<file path="src/core/pcrc_pkg.sv">
// constants and types shared by the programmable crc unit
// Notes on behaviour
// each data write folds into held crc; data read returns previous result; a third back-to-back data write replaces the unstarted buffered one
// crc runs over whole written width, byte by byte for narrow writes
// data register takes word, low half-word and low byte; others word only
// one write takes four cycles for word, two for half-word, one for byte
// an input buffer takes a second write at once, without wait states
// input reversal field 6:5 reorders bits by byte, half-word or word
// output reversal bit 7 fully reverses bit order of data reads
// size field 4:3 selects 32, 16, 8 or 7 bit polynomial
// polynomial register is software written and always used for calculation
// software programs odd polynomials only
// narrow crc sits in low bits; narrow writes taken from low bits unless input reversal grain is wider than the write
// writing one to bit 0 reloads data from start value, then self clears
// any start value write also loads the data register
// scratch register holds written value, untouched by the reset bit
// software changes polynomial only after reset or data read
// after reset polynomial is 04C11DB7, data and start value all ones
// data read stalls until calculation done; output reversal is view only
package pcrc_pkg;
  localparam logic [4:0]  PCRC_OFS_DATA      = 5'h00;
  localparam logic [4:0]  PCRC_OFS_SCRATCH   = 5'h04;
  localparam logic [4:0]  PCRC_OFS_CONTROL   = 5'h08;
  localparam logic [4:0]  PCRC_OFS_START     = 5'h10;
  localparam logic [4:0]  PCRC_OFS_COEFF     = 5'h14;
  localparam int          PCRC_BIT_RESET     = 0;
  localparam int          PCRC_POS_SIZE      = 3;
  localparam int          PCRC_POS_REVIN     = 5;
  localparam int          PCRC_BIT_REVOUT    = 7;
  localparam logic [31:0] PCRC_RST_DATA      = 32'hFFFFFFFF;
  localparam logic [31:0] PCRC_RST_SCRATCH   = 32'h00000000;
  localparam logic [31:0] PCRC_RST_START     = 32'hFFFFFFFF;
  localparam logic [31:0] PCRC_RST_COEFF     = 32'h04C11DB7;
  localparam logic [7:0]  PCRC_RST_CONTROL   = 8'h00;
  localparam logic [2:0]  PCRC_CYC_WORD      = 3'h4;
  localparam logic [2:0]  PCRC_CYC_HALF      = 3'h2;
  localparam logic [2:0]  PCRC_CYC_BYTE      = 3'h1;

  // access size on the bus
  typedef enum logic [1:0] {
    PCRC_SIZE_BYTE = 2'b00,
    PCRC_SIZE_HALF = 2'b01,
    PCRC_SIZE_WORD = 2'b10
  } pcrc_size_e;

  // polynomial width select
  typedef enum logic [1:0] {
    PCRC_POLY_32 = 2'b00,
    PCRC_POLY_16 = 2'b01,
    PCRC_POLY_8  = 2'b10,
    PCRC_POLY_7  = 2'b11
  } pcrc_poly_e;
endpackage

</file>
<file path="src/core/pcrc_step_if.sv">
// carrier between the crc engine and its byte step datapath
`timescale 1ns/1ps
interface pcrc_step_if;
  logic [31:0] crc_in;
  logic [7:0]  data_byte;
  logic [31:0] coeff;
  logic [1:0]  poly_sel;
  logic [31:0] crc_out;
  modport engine (output crc_in, output data_byte, output coeff, output poly_sel,
                  input crc_out);
  modport step   (input crc_in, input data_byte, input coeff, input poly_sel,
                  output crc_out);
endinterface

</file>
<file path="src/core/pcrc_byte_step.sv">
// one byte of crc, msb first, for a polynomial of 7, 8, 16 or 32 bits
`timescale 1ns/1ps
module pcrc_byte_step
  import pcrc_pkg::*;
(
  pcrc_step_if.step st
);
  // width of the active polynomial
  function automatic int poly_width(input logic [1:0] sel);
    case (sel)
      PCRC_POLY_16: poly_width = 16;
      PCRC_POLY_8:  poly_width = 8;
      PCRC_POLY_7:  poly_width = 7;
      default:      poly_width = 32;
    endcase
  endfunction

  // bitwise shift of eight data bits through the narrow register
  always_comb
  begin
    int          w;
    logic [31:0] c;
    logic [31:0] mask;
    logic        fb;
    fb   = 1'b0;
    w    = poly_width(st.poly_sel);
    mask = (w == 32) ? 32'hFFFFFFFF : ((32'h00000001 << w) - 32'h00000001);
    c    = st.crc_in & mask;
    for (int i = 7; i >= 0; i--)
    begin
      fb = c[w-1] ^ st.data_byte[i];
      c  = ((c << 1) & mask) ^ (fb ? (st.coeff & mask) : 32'h00000000);
    end
    st.crc_out = c;
  end
endmodule // pcrc_byte_step

</file>
<file path="src/core/pcrc_unit.sv">
// programmable crc unit with its register file on a simple word bus
`timescale 1ns/1ps
module pcrc_unit
  import pcrc_pkg::*;
#(
  parameter int unsigned DATA_W    = 32, // data path width
  parameter int unsigned ADDR_W    = 5,  // byte offset width
  parameter int unsigned BUF_WORDS = 1   // words held by the input buffer
)
(
  input  wire logic                clk_sys,
  input  wire logic                reset,
  input  wire logic                bus_sel,
  input  wire logic                bus_write,
  input  wire logic [ADDR_W-1:0]   bus_addr,
  input  wire pcrc_pkg::pcrc_size_e bus_size,
  input  wire logic [DATA_W-1:0]   bus_wdata,
  output logic [DATA_W-1:0]        bus_rdata,
  output logic                     bus_ready,
  output logic                     bus_error
);
  import pcrc_pkg::*;

  // registers
  logic [31:0] crc_data;
  logic [31:0] scratch_value;
  logic [7:0]  crc_control;
  logic [31:0] start_value;
  logic [31:0] generator_coefficients;

  // engine state: current job and one buffered job
  logic [31:0] job_word;
  logic [2:0]  job_left;
  logic        buf_full;
  logic [31:0] buf_word;
  pcrc_size_e  buf_size;
  logic        read_pending;
  logic [4:0]  read_addr;

  // address and access decode
  wire logic hit_data    = bus_addr == PCRC_OFS_DATA;
  wire logic hit_scratch = bus_addr == PCRC_OFS_SCRATCH;
  wire logic hit_control = bus_addr == PCRC_OFS_CONTROL;
  wire logic hit_start   = bus_addr == PCRC_OFS_START;
  wire logic hit_coeff   = bus_addr == PCRC_OFS_COEFF;
  wire logic hit_any     = hit_data | hit_scratch | hit_control | hit_start | hit_coeff;
  wire logic size_ok     = hit_data ? (bus_size != 2'b11) : (bus_size == PCRC_SIZE_WORD);
  wire logic take        = bus_sel & bus_ready & ~read_pending;
  wire logic acc_bad     = take & ~(hit_any & size_ok);
  wire logic acc_ok      = take & hit_any & size_ok;
  wire logic wr_data     = acc_ok & bus_write & hit_data;
  wire logic wr_start    = acc_ok & bus_write & hit_start;
  wire logic wr_control  = acc_ok & bus_write & hit_control;
  wire logic rd_ok       = acc_ok & ~bus_write;

  // engine status
  wire logic busy        = job_left != 3'h0;
  wire logic idle        = ~busy & ~buf_full;
  wire logic start_job   = ~busy & buf_full;
  wire logic reload      = wr_control & bus_wdata[PCRC_BIT_RESET];
  wire logic [1:0] rev_in = crc_control[PCRC_POS_REVIN+1:PCRC_POS_REVIN];

  // bit reversal of the input word by the selected grain
  function automatic logic [31:0] rev_input(input logic [31:0] d, input logic [1:0] m);
    logic [31:0] r;
    r = d;
    for (int i = 0; i < 32; i++)
    begin
      case (m)
        2'b01:   r[i] = d[(i & ~7) + 7 - (i & 7)];
        2'b10:   r[i] = d[(i & ~15) + 15 - (i & 15)];
        2'b11:   r[i] = d[31 - i];
        default: r[i] = d[i];
      endcase
    end
    return r;
  endfunction

  // number of byte steps for an access size
  function automatic logic [2:0] step_count(input pcrc_size_e s);
    case (s)
      PCRC_SIZE_BYTE: step_count = PCRC_CYC_BYTE;
      PCRC_SIZE_HALF: step_count = PCRC_CYC_HALF;
      default:        step_count = PCRC_CYC_WORD;
    endcase
  endfunction

  // full bit reversal for the read view
  function automatic logic [31:0] rev_full(input logic [31:0] d);
    for (int i = 0; i < 32; i++)
      rev_full[i] = d[31 - i];
  endfunction

  // narrow writes are left aligned so the job always takes the top byte first
  wire logic [31:0] in_rev   = rev_input(bus_wdata, rev_in);
  wire logic [31:0] in_align = (bus_size == PCRC_SIZE_BYTE) ? {in_rev[7:0], 24'h000000} :
                               (bus_size == PCRC_SIZE_HALF) ? {in_rev[15:0], 16'h0000} :
                               in_rev;
  wire logic [2:0]  in_steps = step_count(bus_size);

  // byte step datapath
  pcrc_step_if st ();
  assign st.crc_in    = crc_data;
  assign st.data_byte = job_word[31:24];
  assign st.coeff     = generator_coefficients;
  assign st.poly_sel  = crc_control[PCRC_POS_SIZE+1:PCRC_POS_SIZE];
  pcrc_byte_step u_step (
    .st (st)
  );

  // read mux, data view optionally reversed
  wire logic [31:0] data_view = crc_control[PCRC_BIT_REVOUT] ? rev_full(crc_data) : crc_data;
  wire logic [4:0]  rd_sel    = read_pending ? read_addr : bus_addr;
  wire logic [31:0] rd_mux    = (rd_sel == PCRC_OFS_DATA)    ? data_view :
                                (rd_sel == PCRC_OFS_SCRATCH) ? scratch_value :
                                (rd_sel == PCRC_OFS_CONTROL) ? {24'h000000, crc_control} :
                                (rd_sel == PCRC_OFS_START)   ? start_value :
                                (rd_sel == PCRC_OFS_COEFF)   ? generator_coefficients :
                                32'h00000000;
  wire logic stall_read = rd_ok & hit_data & ~idle;
  wire logic done_read  = read_pending & idle;

  // software registers
  always_ff @(posedge clk_sys or posedge reset)
  begin
    if (reset)
    begin
      scratch_value          <= PCRC_RST_SCRATCH;
      start_value            <= PCRC_RST_START;
      generator_coefficients <= PCRC_RST_COEFF;
      crc_control            <= PCRC_RST_CONTROL;
    end
    else
    begin
      if (acc_ok & bus_write & hit_scratch)
        scratch_value <= bus_wdata;
      if (wr_start)
        start_value <= bus_wdata;
      if (acc_ok & bus_write & hit_coeff)
        generator_coefficients <= bus_wdata;
      if (wr_control)
        crc_control <= {bus_wdata[7:3], 3'b000};
    end
  end

  // crc register: reload has priority, then step the running job
  always_ff @(posedge clk_sys or posedge reset)
  begin
    if (reset)
      crc_data <= PCRC_RST_DATA;
    else if (wr_start)
      crc_data <= bus_wdata;
    else if (reload)
      crc_data <= start_value;
    else if (busy)
      crc_data <= st.crc_out;
  end

  // job sequencer with one deep input buffer
  always_ff @(posedge clk_sys or posedge reset)
  begin
    if (reset)
    begin
      job_word <= 32'h00000000;
      job_left <= 3'h0;
      buf_full <= 1'b0;
      buf_word <= 32'h00000000;
      buf_size <= PCRC_SIZE_WORD;
    end
    else if (wr_start | reload)
    begin
      job_left <= 3'h0;
      buf_full <= 1'b0;
    end
    else
    begin
      if (busy)
      begin
        job_word <= {job_word[23:0], 8'h00};
        job_left <= job_left - 3'h1;
      end
      else if (buf_full)
      begin
        job_word <= buf_word;
        job_left <= step_count(buf_size);
      end
      if (wr_data)
      begin
        buf_full <= 1'b1;
        buf_word <= in_align;
        buf_size <= bus_size;
      end
      else if (start_job)
        buf_full <= 1'b0;
    end
  end

  // bus answer: one cycle, or held for a data read until the engine is idle
  always_ff @(posedge clk_sys or posedge reset)
  begin
    if (reset)
    begin
      bus_rdata    <= 32'h00000000;
      bus_ready    <= 1'b1;
      bus_error    <= 1'b0;
      read_pending <= 1'b0;
      read_addr    <= 5'h00;
    end
    else
    begin
      bus_error <= acc_bad;
      if (stall_read)
      begin
        read_pending <= 1'b1;
        read_addr    <= bus_addr;
        bus_ready    <= 1'b0;
      end
      else if (done_read)
      begin
        read_pending <= 1'b0;
        bus_ready    <= 1'b1;
        bus_rdata    <= rd_mux;
      end
      else if (rd_ok)
        bus_rdata <= rd_mux;
    end
  end

  // write to data while the buffer is still full would need a wait state;
  // a job drains the buffer within one cycle of idling, so software writes at most
  // one word per bus cycle and a third back-to-back data write overwrites a buffered job not yet started
  // refuse shapes that the fixed datapath cannot serve
  if (DATA_W != 32 || ADDR_W != 5 || BUF_WORDS != 1)
  begin : g_bad_shape
    $error("pcrc_unit: unsupported data width, offset width or buffer depth");
  end
endmodule // pcrc_unit

</file>
<file path="config.mk">
export PLATFORM = sky130hd
export DESIGN_NAME = pcrc_unit
export DESIGN_NICKNAME = d
export VERILOG_FILES = /design/src/core/pcrc_pkg.sv /design/src/core/pcrc_step_if.sv /design/src/core/pcrc_byte_step.sv /design/src/core/pcrc_unit.sv
export SDC_FILE = /design/constraint.sdc
export NUM_CORES = 1
export LEC_CHECK = 0
export BUFFER_PORTS_ARGS = -buffer_cell sky130_fd_sc_hd__buf_2
export CORE_ASPECT_RATIO = 0.9
export CORE_MARGIN = 3
export CORE_UTILIZATION = 40
export CTS_CLUSTER_SIZE = 16
export DETAILED_ROUTE_END_ITERATION = 10
export PLACE_DENSITY = 0.54
export SLEW_MARGIN = 25
export SYNTH_ARGS = -nofsm -noshare
export SYNTH_HDL_FRONTEND = slang
export SYNTH_SLANG_ARGS = --single-unit
</file>
<file path="constraint.sdc">
create_clock -name clk_sys -period 10 [get_ports clk_sys]
set_input_delay 1 -clock clk_sys [delete_from_list [all_inputs] [get_ports clk_sys]]
set_output_delay 1 -clock clk_sys [all_outputs]
set_load 0.05 [all_outputs]
</file>
==> results of run 1 <==
stage by stage:
| step | power (mW) | hold WS, ps | instance area (um2) | utilization [%] |
|---|---|---|---|---|
| after detailed placement | 2.520 | 459.5 | 19130 | 42.84 |
| after CTS | 3.627 | 468.2 | 20120 | 45.04 |
| after floorplan | 2.065 | 444.9 | 18300 | - |
| final | 3.648 | 469.5 | 20160 | 45.14 |
| after global routing | 3.809 | 486.0 | 20160 | 45.14 |
| after global placement | 2.513 | 454.7 | 19120 | 42.81 |
report_power, final:
| part | total (mW) | internal (mW) | switching, mW |
|---|---|---|---|
| Clock | 1.10 | 0.668 | 0.436 |
| Combinational | 1.30 | 0.408 | 0.897 |
| Sequential | 1.24 | 1.09 | 0.152 |
logic make-up (layout without fill, tap and decap cells):
kind of cell             count (synthesis)  count (layout)  synth area share, %
buffers and inverters                  215             202                4.678
AO/OA/AOI/OAI                          461             461                17.12
XOR/XNOR                               223             223                10.93
other                                    0               2                    0
flip-flops                             243             243                33.78
multiplexers                           177             177                12.51
AND/OR/NAND/NOR                        869             869                20.84
adder cells (fa/ha/maj)                  2               2               0.1367
registers in the layout, summed over array words and instances, names as in the netlist, 5 cells and up:
name / count
buf_word: 32
bus_rdata: 32
crc_control: 5
crc_data: 32
generator_coefficients: 32
job_word: 32
read_addr: 5
scratch_value: 32
start_value: 32
layout by cell type (no fill, tap or decap), types with 33 or more instances in the layout:
cell,count
mux2_2,78
xnor2_1,178
mux2i_1,62
o21ai_0,109
a21oi_1,74
nor2_1,102
dfstp_2,80
buf_4,50
nand3_1,64
mux4_2,33
a31oi_1,46
dfrtp_1,160
nand2_1,533
xor2_1,39
buf_2,76
worst max-delay path: cells and delay by family, from the launching register on:
kind	cells	cell delay, ps
buffers and inverters	2	630
muxes	4	1350
and+or+nand+nor	7	1810
AOI/OAI and AO/OA	14	4350
xor gates and xnor gates	2	370
DFF	1	530
final cells by class:
type / count / share of cell area [%]
multi-input combinational: 1732 / 56.22
sequential: 243 / 30.68
clock buffer: 39 / 4.022
timing repair buffer: 128 / 3.984
tap: 600 / 3.724
clock inverter: 11 / 0.8627
inverter: 24 / 0.4841
antenna: 2 / 0.02482
layer usage:
metal / wire (um) / vias to the layer above / part of all wire [%]
met2: 30980 / 837 / 45
met1: 29930 / 8443 / 43
li1: - / 7646 / -
met5: 0 / - / 0
met3: 5374 / 144 / 7.8
met4: 2541 / 0 / 3.7
worst paths after layout:
kind                                  end           start  slack, ps  cells past startpoint
hold reg to reg            start_value[0]  start_value[0]        470                      2
setup reg to reg             crc_data[19]  crc_control[4]        800                     29
min in group asynchronous   bus_rdata[24]           reset        570                      2
max in group asynchronous    job_word[26]           reset       7900                      3
setup / recovery             crc_data[19]  crc_control[4]        800                     29
hold / removal             start_value[0]  start_value[0]        470                      2
==> run summary, run 1 <==
# port buffers - 76
Slew Limit Fails - 0
Synth Flop Type - dfrtp_1
pin count of the biggest net entering global routing - 118
Post-DRT Antenna Nets - 0
cell mode on critical path - mux2_2
WP data arrival - 9660 ps
final wirelength - 68820 um
H-tree depth - 1
DIE AREA - 48350 um2
PwrDens - 180.9 nW/um2
GRT Util Overall - 27.99%
height of the die - 208.9 um
relative slew slack - 38.91%
Num CTS Buffers - 27
Post-CTS Setup Bufs - 0
GR Util met2 - 43.56%
Cells after DPL - 2725
TritonRoute pass-1 iters - 6
minimum clock period - 9199 ps
Worst-Skew Late Latency - 570 ps
non-filler cells, final - 2779
clock skew - 39.97 ps
total number of vias - 17070
Clk Tree Root Cell - clkbuf_16
Post-synth EDFFs - 0
Ys Warns - 0
final setup vio count - 0
Syn Inst Count - 2190
critical path class - flip-flop to flip-flop
Final Hold Fails - 0
clock-pin slew on the worst setup and hold paths - 60 ps
drt initial violations - 2000
worst slack at placement - 673.7 ps
Max Freq - 108.7 MHz
status - complete, no violations
Hold Path Class - flip-flop to flip-flop
Placer Congestion - 0.9301
met3 usage - 3.544%
Core Footprint - 44660 um2
drt wl/cell - 24.76 um
IO Pins - 77
Sequential Area - 6185 um2
Synth cell types - 96
vias in the first global route - 16010
Multi-input gate area - 11330 um2
Slew @ Worst Pin - 916.4 ps
M1 GR Usage - 40.37%
area grow syn2layout - 10.19%
most used routing layer - met2
DRC errors left - 0
CP Capture Type - flip-flop
initial antenna violation count - 5
LEAKAGE - 7.809 nW
CP Launch Type - flip-flop
Total Neg Setup Slack - 0 ps
DP HPWL - 48220 um
Req. time, crit path - 10460 ps
CTS tree - built
cell area after synthesis - 18300 um2
first-pass GRT wire length - 104200 um
CTS sink count - 243
max_cap viols - 0
Yosys top cell area share - 22.29%
sequential fraction of the synthesis area - 33.78%
fill count - 4380
Tcrit/Tclk final - 91.99%
Post-synth ARST share - 100.0%
Seq cells post-synth - 243
Synth area leaders - dfrtp_1, dfstp_2, nand2_1
critical path's largest stage delay - 530 ps
Commonest cells post-synth - nand2_1, xnor2_1, dfrtp_1
Slowest-stage cell, CP - dfrtp_2
Chip Width - 231.4 um
Avg Inst Size Synth - 8.354 um2
top cell type by total area after synthesis - dfrtp_1
final setup margin - 801.2 ps
syn nets - 2235
Cell Rows - 73
Post-CTS Hold Fix Bufs - 0
peak supply drop - 141.6 uV
CTS resizes - 0
largest fanout on the critical path - 26
Nets - 2201
starting density of the core - 40.96%
Max Root-Sink Buffers - 3
GRT overflow - 0
RSZ-0062 raised after global routing - no
most frequent cell after synthesis - nand2_1
vias per cell - 6.142
proportion of layout cells with a drive suffix above 1 - 18.83%
No activity file was read; power rests on OpenSTA's default activity.
==> run 2: changes to the inputs <==
--- a/config.mk
+++ b/config.mk
@@ -5,7 +5,7 @@
 export SDC_FILE = /design/constraint.sdc
 export NUM_CORES = 1
 export LEC_CHECK = 0
-export BUFFER_PORTS_ARGS = -buffer_cell sky130_fd_sc_hd__buf_2
+export BUFFER_PORTS_ARGS = -buffer_cell sky130_fd_sc_hd__buf_4
 export CORE_ASPECT_RATIO = 0.9
 export CORE_MARGIN = 3
 export CORE_UTILIZATION = 40
@@ -15,4 +15,5 @@
 export SLEW_MARGIN = 25
 export SYNTH_ARGS = -nofsm -noshare
 export SYNTH_HDL_FRONTEND = slang
+export SYNTH_HIERARCHICAL = 1
 export SYNTH_SLANG_ARGS = --single-unit
==> run summary, run 2 <==
status - complete, no violations
Multi-input gate area - 13220 um2 (+17%)
clock-pin slew on the worst setup and hold paths - 70 ps (about the same)
flop-to-flop setup slack - 590 ps (-210 ps)
proportion of layout cells with a drive suffix above 1 - 20.91% (+2.1 points)
CTS tree - built
Slew Limit Fails - 0 (unchanged)
Clk Tree Root Cell - clkbuf_16
vias per cell - 6.201 (+0.95%)
Nets - 2281 (+3.6%)
PwrDens - 174.2 nW/um2 (-3.7%)
Post-synth EDFFs - 0 (unchanged)
sequential fraction of the synthesis area - 30.47% (-3.3 points)
IO Pins - 77 (unchanged)
Synth area leaders - dfrtp_1, dfstp_2, nand2_1
Ys Warns - 6 (+6)
# port buffers - 76 (unchanged)
DRC errors left - 0 (unchanged)
most frequent cells in the layout - nand2_1, dfrtp_1, xnor2_1, buf_4, mux2i_1
WP data arrival - 9900 ps (+240 ps)
final setup vio count - 0 (unchanged)
CP Launch Type - flip-flop
final setup margin - 588.6 ps (-212.6 ps)
Setup crit end - crc_data[31]
Hold Path Class - flip-flop to flip-flop
most frequent cell after synthesis - nand2_1
Seq cells post-synth - 243 (unchanged)
first-pass GRT wire length - 111800 um (+7.3%)
Syn Inst Count - 2278 (+4.0%)
cell area after synthesis - 20290 um2 (+11%)
syn nets - 2323 (+3.9%)
area grow syn2layout - 9.758%
DP HPWL - 50540 um (+4.8%)
final wirelength - 74440 um (+8.2%)
total number of vias - 18160 (+6.4%)
Final Hold Fails - 0 (unchanged)
Tcrit/Tclk final - 94.11% (+2.1 points)
Cell Rows - 77 (+5.5%)
Placer Congestion - 0.9031 (-2.9%)
Avg Inst Size Synth - 8.905 um2 (+6.6%)
max_cap viols - 0 (unchanged)
RR Endpoint - crc_data[31]
worst slack at placement - 540.0 ps (-133.6 ps)
Worst-Skew Late Latency - 570 ps (about the same)
Post-synth ARST share - 100.0% (unchanged)
r2r worst-path depth - 29 (unchanged)
H-tree depth - 1 (unchanged)
crit path buf inv count - 3 (+1)
Core Footprint - 49620 um2 (+11%)
Post-DRT Antenna Nets - 0 (unchanged)
fill count - 4871 (+11%)
Synth Flop Type - dfrtp_1
TritonRoute pass-1 iters - 6 (unchanged)
GRT Util Overall - 27.02% (-0.97 points)
starting density of the core - 40.89% (-0.079 points)
delay-heaviest family, CP - compound AO/OA/AOI/OAI gates
top cell type by total area after synthesis - dfrtp_1
LEAKAGE - 9.043 nW (+16%)
cell mode on critical path - buf_4
RSZ-0062 raised after global routing - no
Total Neg Setup Slack - 0 ps (unchanged)
Chip Width - 243.4 um (+5.2%)
Max Freq - 106.3 MHz (-2.3%)
drt initial violations - 1909 (-4.6%)
relative slew slack - 23.49% (-15 points)
drt wl/cell - 25.42 um (+2.6%)
Slew @ Worst Pin - 1148 ps (+231.3 ps)
Yosys top cell area share - 20.11% (-2.2 points)
peak supply drop - 145.8 uV (+2.9%)
CTS sink count - 243 (unchanged)
critical path class - flip-flop to flip-flop
worst r2r src - crc_control[4]
clock skew - 20.66 ps (-19.31 ps)
Synth cell types - 119 (+24%)
Critical Path Stages - 29 (unchanged)
most common cell after layout, fill and taps aside - nand2_1
Num CTS Buffers - 27 (unchanged)
largest fanout on the critical path - 22 (-15%)
Commonest cells post-synth - nand2_1, dfrtp_1, xnor2_1
initial antenna violation count - 7 (+2)
GRT overflow - 0 (unchanged)
critical path's largest stage delay - 620 ps (+90 ps)
minimum clock period - 9411 ps (+212.6 ps)
vias in the first global route - 17140 (+7.1%)
crit path from - crc_control[4]
CP Capture Type - flip-flop
pin count of the biggest net entering global routing - 118 (unchanged)
Slowest-stage cell, CP - or4_1
height of the die - 219.6 um (+5.1%)
DIE AREA - 53460 um2 (+11%)
Req. time, crit path - 10490 ps (+30 ps)
Sequential Area - 6186 um2 (about the same)
Max Root-Sink Buffers - 3 (unchanged)
## run 2: cell count changes in the layout (fill, tap and decap cells not counted), sizes merged, moves of 26 or more
| cell | delta |
|---|---|
| nand2 | -46 |
| nor4 | +43 |
| and3 | +37 |
| mux2i | +41 |
| xnor2 | -29 |
| nor2 | -30 |
| a31oi | -38 |
| a222oi | +26 |
| nand3 | -28 |
| mux2 | +82 |
| a21oi | -26 |
## run 2: worst min-delay path: cells and delay by family, from the launching register on
kind / cells / cell delay [ps]
simple gates: 2 / 90
flops: 1 / 380
## run 2: final cells by class
| class | count | area share [%] |
|---|---|---|
| multi-input combinational | 1816 | 59.39 |
| tap | 671 | 3.771 |
| inverter | 21 | 0.3877 |
| timing repair buffer | 127 | 4.507 |
| clock inverter | 9 | 0.4777 |
| antenna | 1 | 0.01124 |
| clock buffer | 41 | 3.675 |
| sequential | 243 | 27.78 |
## run 2: what timing repair did
action,4_1_cts,5_1_grt
endpoints found under the setup margin,0,10
buffers inserted,0,2
hold buffers,0,0
gates resized for setup,0,3
## run 2: metrics by stage
step / instances / instance area (um2) / power, mW / hold slack [ps] / utilization, %
after floorplan: 2278 / 20290 / 2.292 / 439.5 / -
after global placement: 2875 / 21280 / 2.776 / 448.3 / 42.89
after detailed placement: 2875 / 21290 / 2.788 / 455.1 / 42.90
after CTS: 2925 / 22210 / 3.856 / 464.2 / 44.77
after global routing: 2928 / 22260 / 4.046 / 475.6 / 44.87
final: 2929 / 22270 / 3.878 / 463.4 / 44.87
## run 2: power by group
| part | switching [mW] | internal [mW] |
|---|---|---|
| sequential | 0.128 | 1.08 |
| clock | 0.446 | 0.616 |
| combinational | 1.05 | 0.560 |
| total | 1.62 | 2.26 |
## run 2: worst min path at each step
stage / slack [ps] / depth (start not counted) / startpoint / to
2_1_floorplan: 440 / 2 / start_value[4] / start_value[4]
3_3_place_gp: 450 / 2 / start_value[30] / start_value[30]
3_5_place_dp: 460 / 2 / start_value[20] / start_value[20]
4_1_cts: 460 / 2 / start_value[20] / start_value[20]
5_1_grt: 480 / 2 / start_value[18] / start_value[18]
6_report: 460 / 2 / start_value[19] / start_value[19]
## run 2: routing by layer
| layer | part of all wire (%) | routed length [um] | track usage [%] | vias up |
|---|---|---|---|---|
| li1 | - | - | - | 8182 |
| met4 | 3.0 | 2211 | 7.626 | 2 |
| met1 | 44 | 32620 | 37.49 | 9145 |
| met2 | 46 | 33890 | 43.41 | 713 |
| met5 | 0.017 | 13 | 0 | - |
| met3 | 7.7 | 5706 | 4.696 | 120 |
## run 2: kinds of logic (layout without fill, tap and decap cells)
logic type / after synthesis / count (layout) / synth area share [%]
DFF: 243 / 243 / 30.47
buffers and inverters: 219 / 198 / 4.780
AOI/OAI and AO/OA: 401 / 401 / 15.29
other: 0 / 1 / 0
and+or+nand+nor: 906 / 906 / 21.93
adders and majority gates: 2 / 2 / 0.1233
xor gates and xnor gates: 207 / 207 / 8.974
muxes: 300 / 300 / 18.44
==> run 3: changes to the inputs <==
--- a/config.mk
+++ b/config.mk
@@ -5,13 +5,13 @@
 export SDC_FILE = /design/constraint.sdc
 export NUM_CORES = 1
 export LEC_CHECK = 0
-export BUFFER_PORTS_ARGS = -buffer_cell sky130_fd_sc_hd__buf_4
 export CORE_ASPECT_RATIO = 0.9
 export CORE_MARGIN = 3
 export CORE_UTILIZATION = 40
 export CTS_CLUSTER_SIZE = 16
 export DETAILED_ROUTE_END_ITERATION = 10
-export PLACE_DENSITY = 0.54
+export DONT_BUFFER_PORTS = 1
+export PLACE_DENSITY = 0.52
 export SLEW_MARGIN = 25
 export SYNTH_ARGS = -nofsm -noshare
 export SYNTH_HDL_FRONTEND = slang
==> run summary, run 3 (same netlist as run 2, synthesis figures left out) <==
status - complete, no violations
Chip Width - 243.4 um (unchanged)
initial antenna violation count - 3 (-4)
WP data arrival - 10030 ps (+130 ps)
non-filler cells, final - 2855 (-2.5%)
Post-DRT Antenna Nets - 0 (unchanged)
Area after DPL - 20740 um2 (-2.6%)
proportion of layout cells with a drive suffix above 1 - 18.60% (-2.3 points)
drt initial violations - 2060 (+7.9%)
Num CTS Buffers - 25 (-7.4%)
pin count of the biggest net entering global routing - 126 (+6.8%)
minimum clock period - 9557 ps (+145.8 ps)
height of the die - 219.6 um (unchanged)
most frequent cells in the layout - nand2_1, dfrtp_1, xnor2_1, mux2i_1, dfstp_2
area grow syn2layout - 6.840%
Max Freq - 104.6 MHz (-1.5%)
Fin Hold WS - 463.5 ps (+0.09700 ps)
TritonRoute pass-1 iters - 6 (unchanged)
LEAKAGE - 8.651 nW (-4.3%)
Slew @ Worst Pin - 1075 ps (-72.73 ps)
total number of vias - 17890 (-1.5%)
Nets - 2210 (-3.1%)
first-pass GRT wire length - 109800 um (-1.8%)
Total Power - 3.767 mW (-2.9%)
drt wl/cell - 26.05 um (+2.5%)
Cell Rows - 77 (unchanged)
most common cell after layout, fill and taps aside - nand2_1
starting density of the core - 40.89% (unchanged)
vias per cell - 6.266 (+1.1%)
peak supply drop - 135.0 uV (-7.4%)
CTS tree - built
GRT Util Overall - 26.69% (-0.32 points)
Req. time, crit path - 10470 ps (-20 ps)
GRT overflow - 0 (unchanged)
Worst-Skew Late Latency - 540 ps (-30 ps)
clock-pin slew on the worst setup and hold paths - 70 ps (about the same)
largest fanout on the critical path - 14 (-36%)
DP HPWL - 50250 um (-0.58%)
relative slew slack - 28.33% (+4.8 points)
worst slack at placement - 37.30 ps (-502.7 ps)
PwrDens - 173.8 nW/um2 (-0.21%)
DRC errors left - 0 (unchanged)
Util after Layout - 43.68% (-1.2 points)
clock skew - 11.70 ps (-8.960 ps)
Placer Congestion - 0.8969 (-0.69%)
max_cap viols - 0 (unchanged)
Post-CTS Setup Bufs - 0 (unchanged)
DIE AREA - 53460 um2 (unchanged)
Hold Path Class - flip-flop to flip-flop
CP Launch Type - flip-flop
# port buffers - 0 (-100%)
Cells after DPL - 2806 (-2.4%)
Final Hold Fails - 0 (unchanged)
CP Capture Type - flip-flop
IO Pins - 77 (unchanged)
final wirelength - 74370 um (about the same)
Max Root-Sink Buffers - 3 (unchanged)
critical path class - flip-flop to flip-flop
Slew Limit Fails - 0 (unchanged)
Total Neg Setup Slack - 0 ps (unchanged)
Tcrit/Tclk final - 95.57% (+1.5 points)
Core Footprint - 49620 um2 (unchanged)
post-layout instance area - 21670 um2 (-2.7%)
final setup margin - 442.8 ps (-145.8 ps)
Clk Tree Root Cell - clkbuf_16
vias in the first global route - 16490 (-3.8%)
H-tree depth - 1 (unchanged)
final setup vio count - 0 (unchanged)
CTS sink count - 243 (unchanged)
run 3: critical path, stage by stage, from the launching register on:
cell and delay (ps):
dfrtp_1 580, or2_0 330, a211oi_2 380, a2111oi_2 130, or4_1 580, and4_4 250
or2_1 290, o31ai_2 500, a311oi_1 290, a2111o_1 560, nor4_4 370, nor2_1 130
mux2_4 370, o41ai_2 490, nor4_4 140, or2_2 390, nor3_4 320, mux2i_1 390
a31oi_4 210, o31a_1 360, nor4_4 430, a2bb2oi_4 490, nor4_1 170, o41ai_1 800
mux2_4 270, mux2i_1 60, o21ai_1 170
run 3: area by class of cell:
cell class	instances	area, um2
clock buffer	33	715.7
inverter	21	86.33
multi-input combinational	1819	13320
timing repair buffer	55	425.4
antenna	1	2.502
fill	4831	27940
tap	671	839.6
sequential	243	6185
clock inverter	12	103.9
run 3: path summary, 6_finish.rpt:
path,from,end,slack [ps],cells past startpoint
worst max-delay path,job_word[31],crc_data[24],440,26
worst min-delay path,start_value[30],start_value[30],460,2
worst max register to register,job_word[31],crc_data[24],440,26
worst min register to register,start_value[30],start_value[30],460,2
max in group asynchronous,reset,crc_control[3],7230,3
min in group asynchronous,reset,generator_coefficients[24],470,1
run 3: power breakdown:
group / switching [mW] / leakage (nW) / internal [mW]
Combinational: 1.05 / 5.17 / 0.549
Clock: 0.427 / 0.400 / 0.532
Sequential: 0.132 / 3.08 / 1.08
Total: 1.61 / 8.65 / 2.16
run 3: repair_timing:
| item | CTS | global route |
|---|---|---|
| endpoints found under the hold margin | 0 | 0 |
| hold buffers | 0 | 0 |
| endpoints found under the setup margin | 0 | 32 |
| gates resized for setup | 0 | 13 |
run 3: per-layer routing:
layer	up-vias	GRT usage [%]	part of all wire, %
li1	8047	-	-
met3	104	4.234	7.3
met5	-	0	0
met1	8976	37.60	44
met4	0	6.213	2.7
met2	763	43.15	46
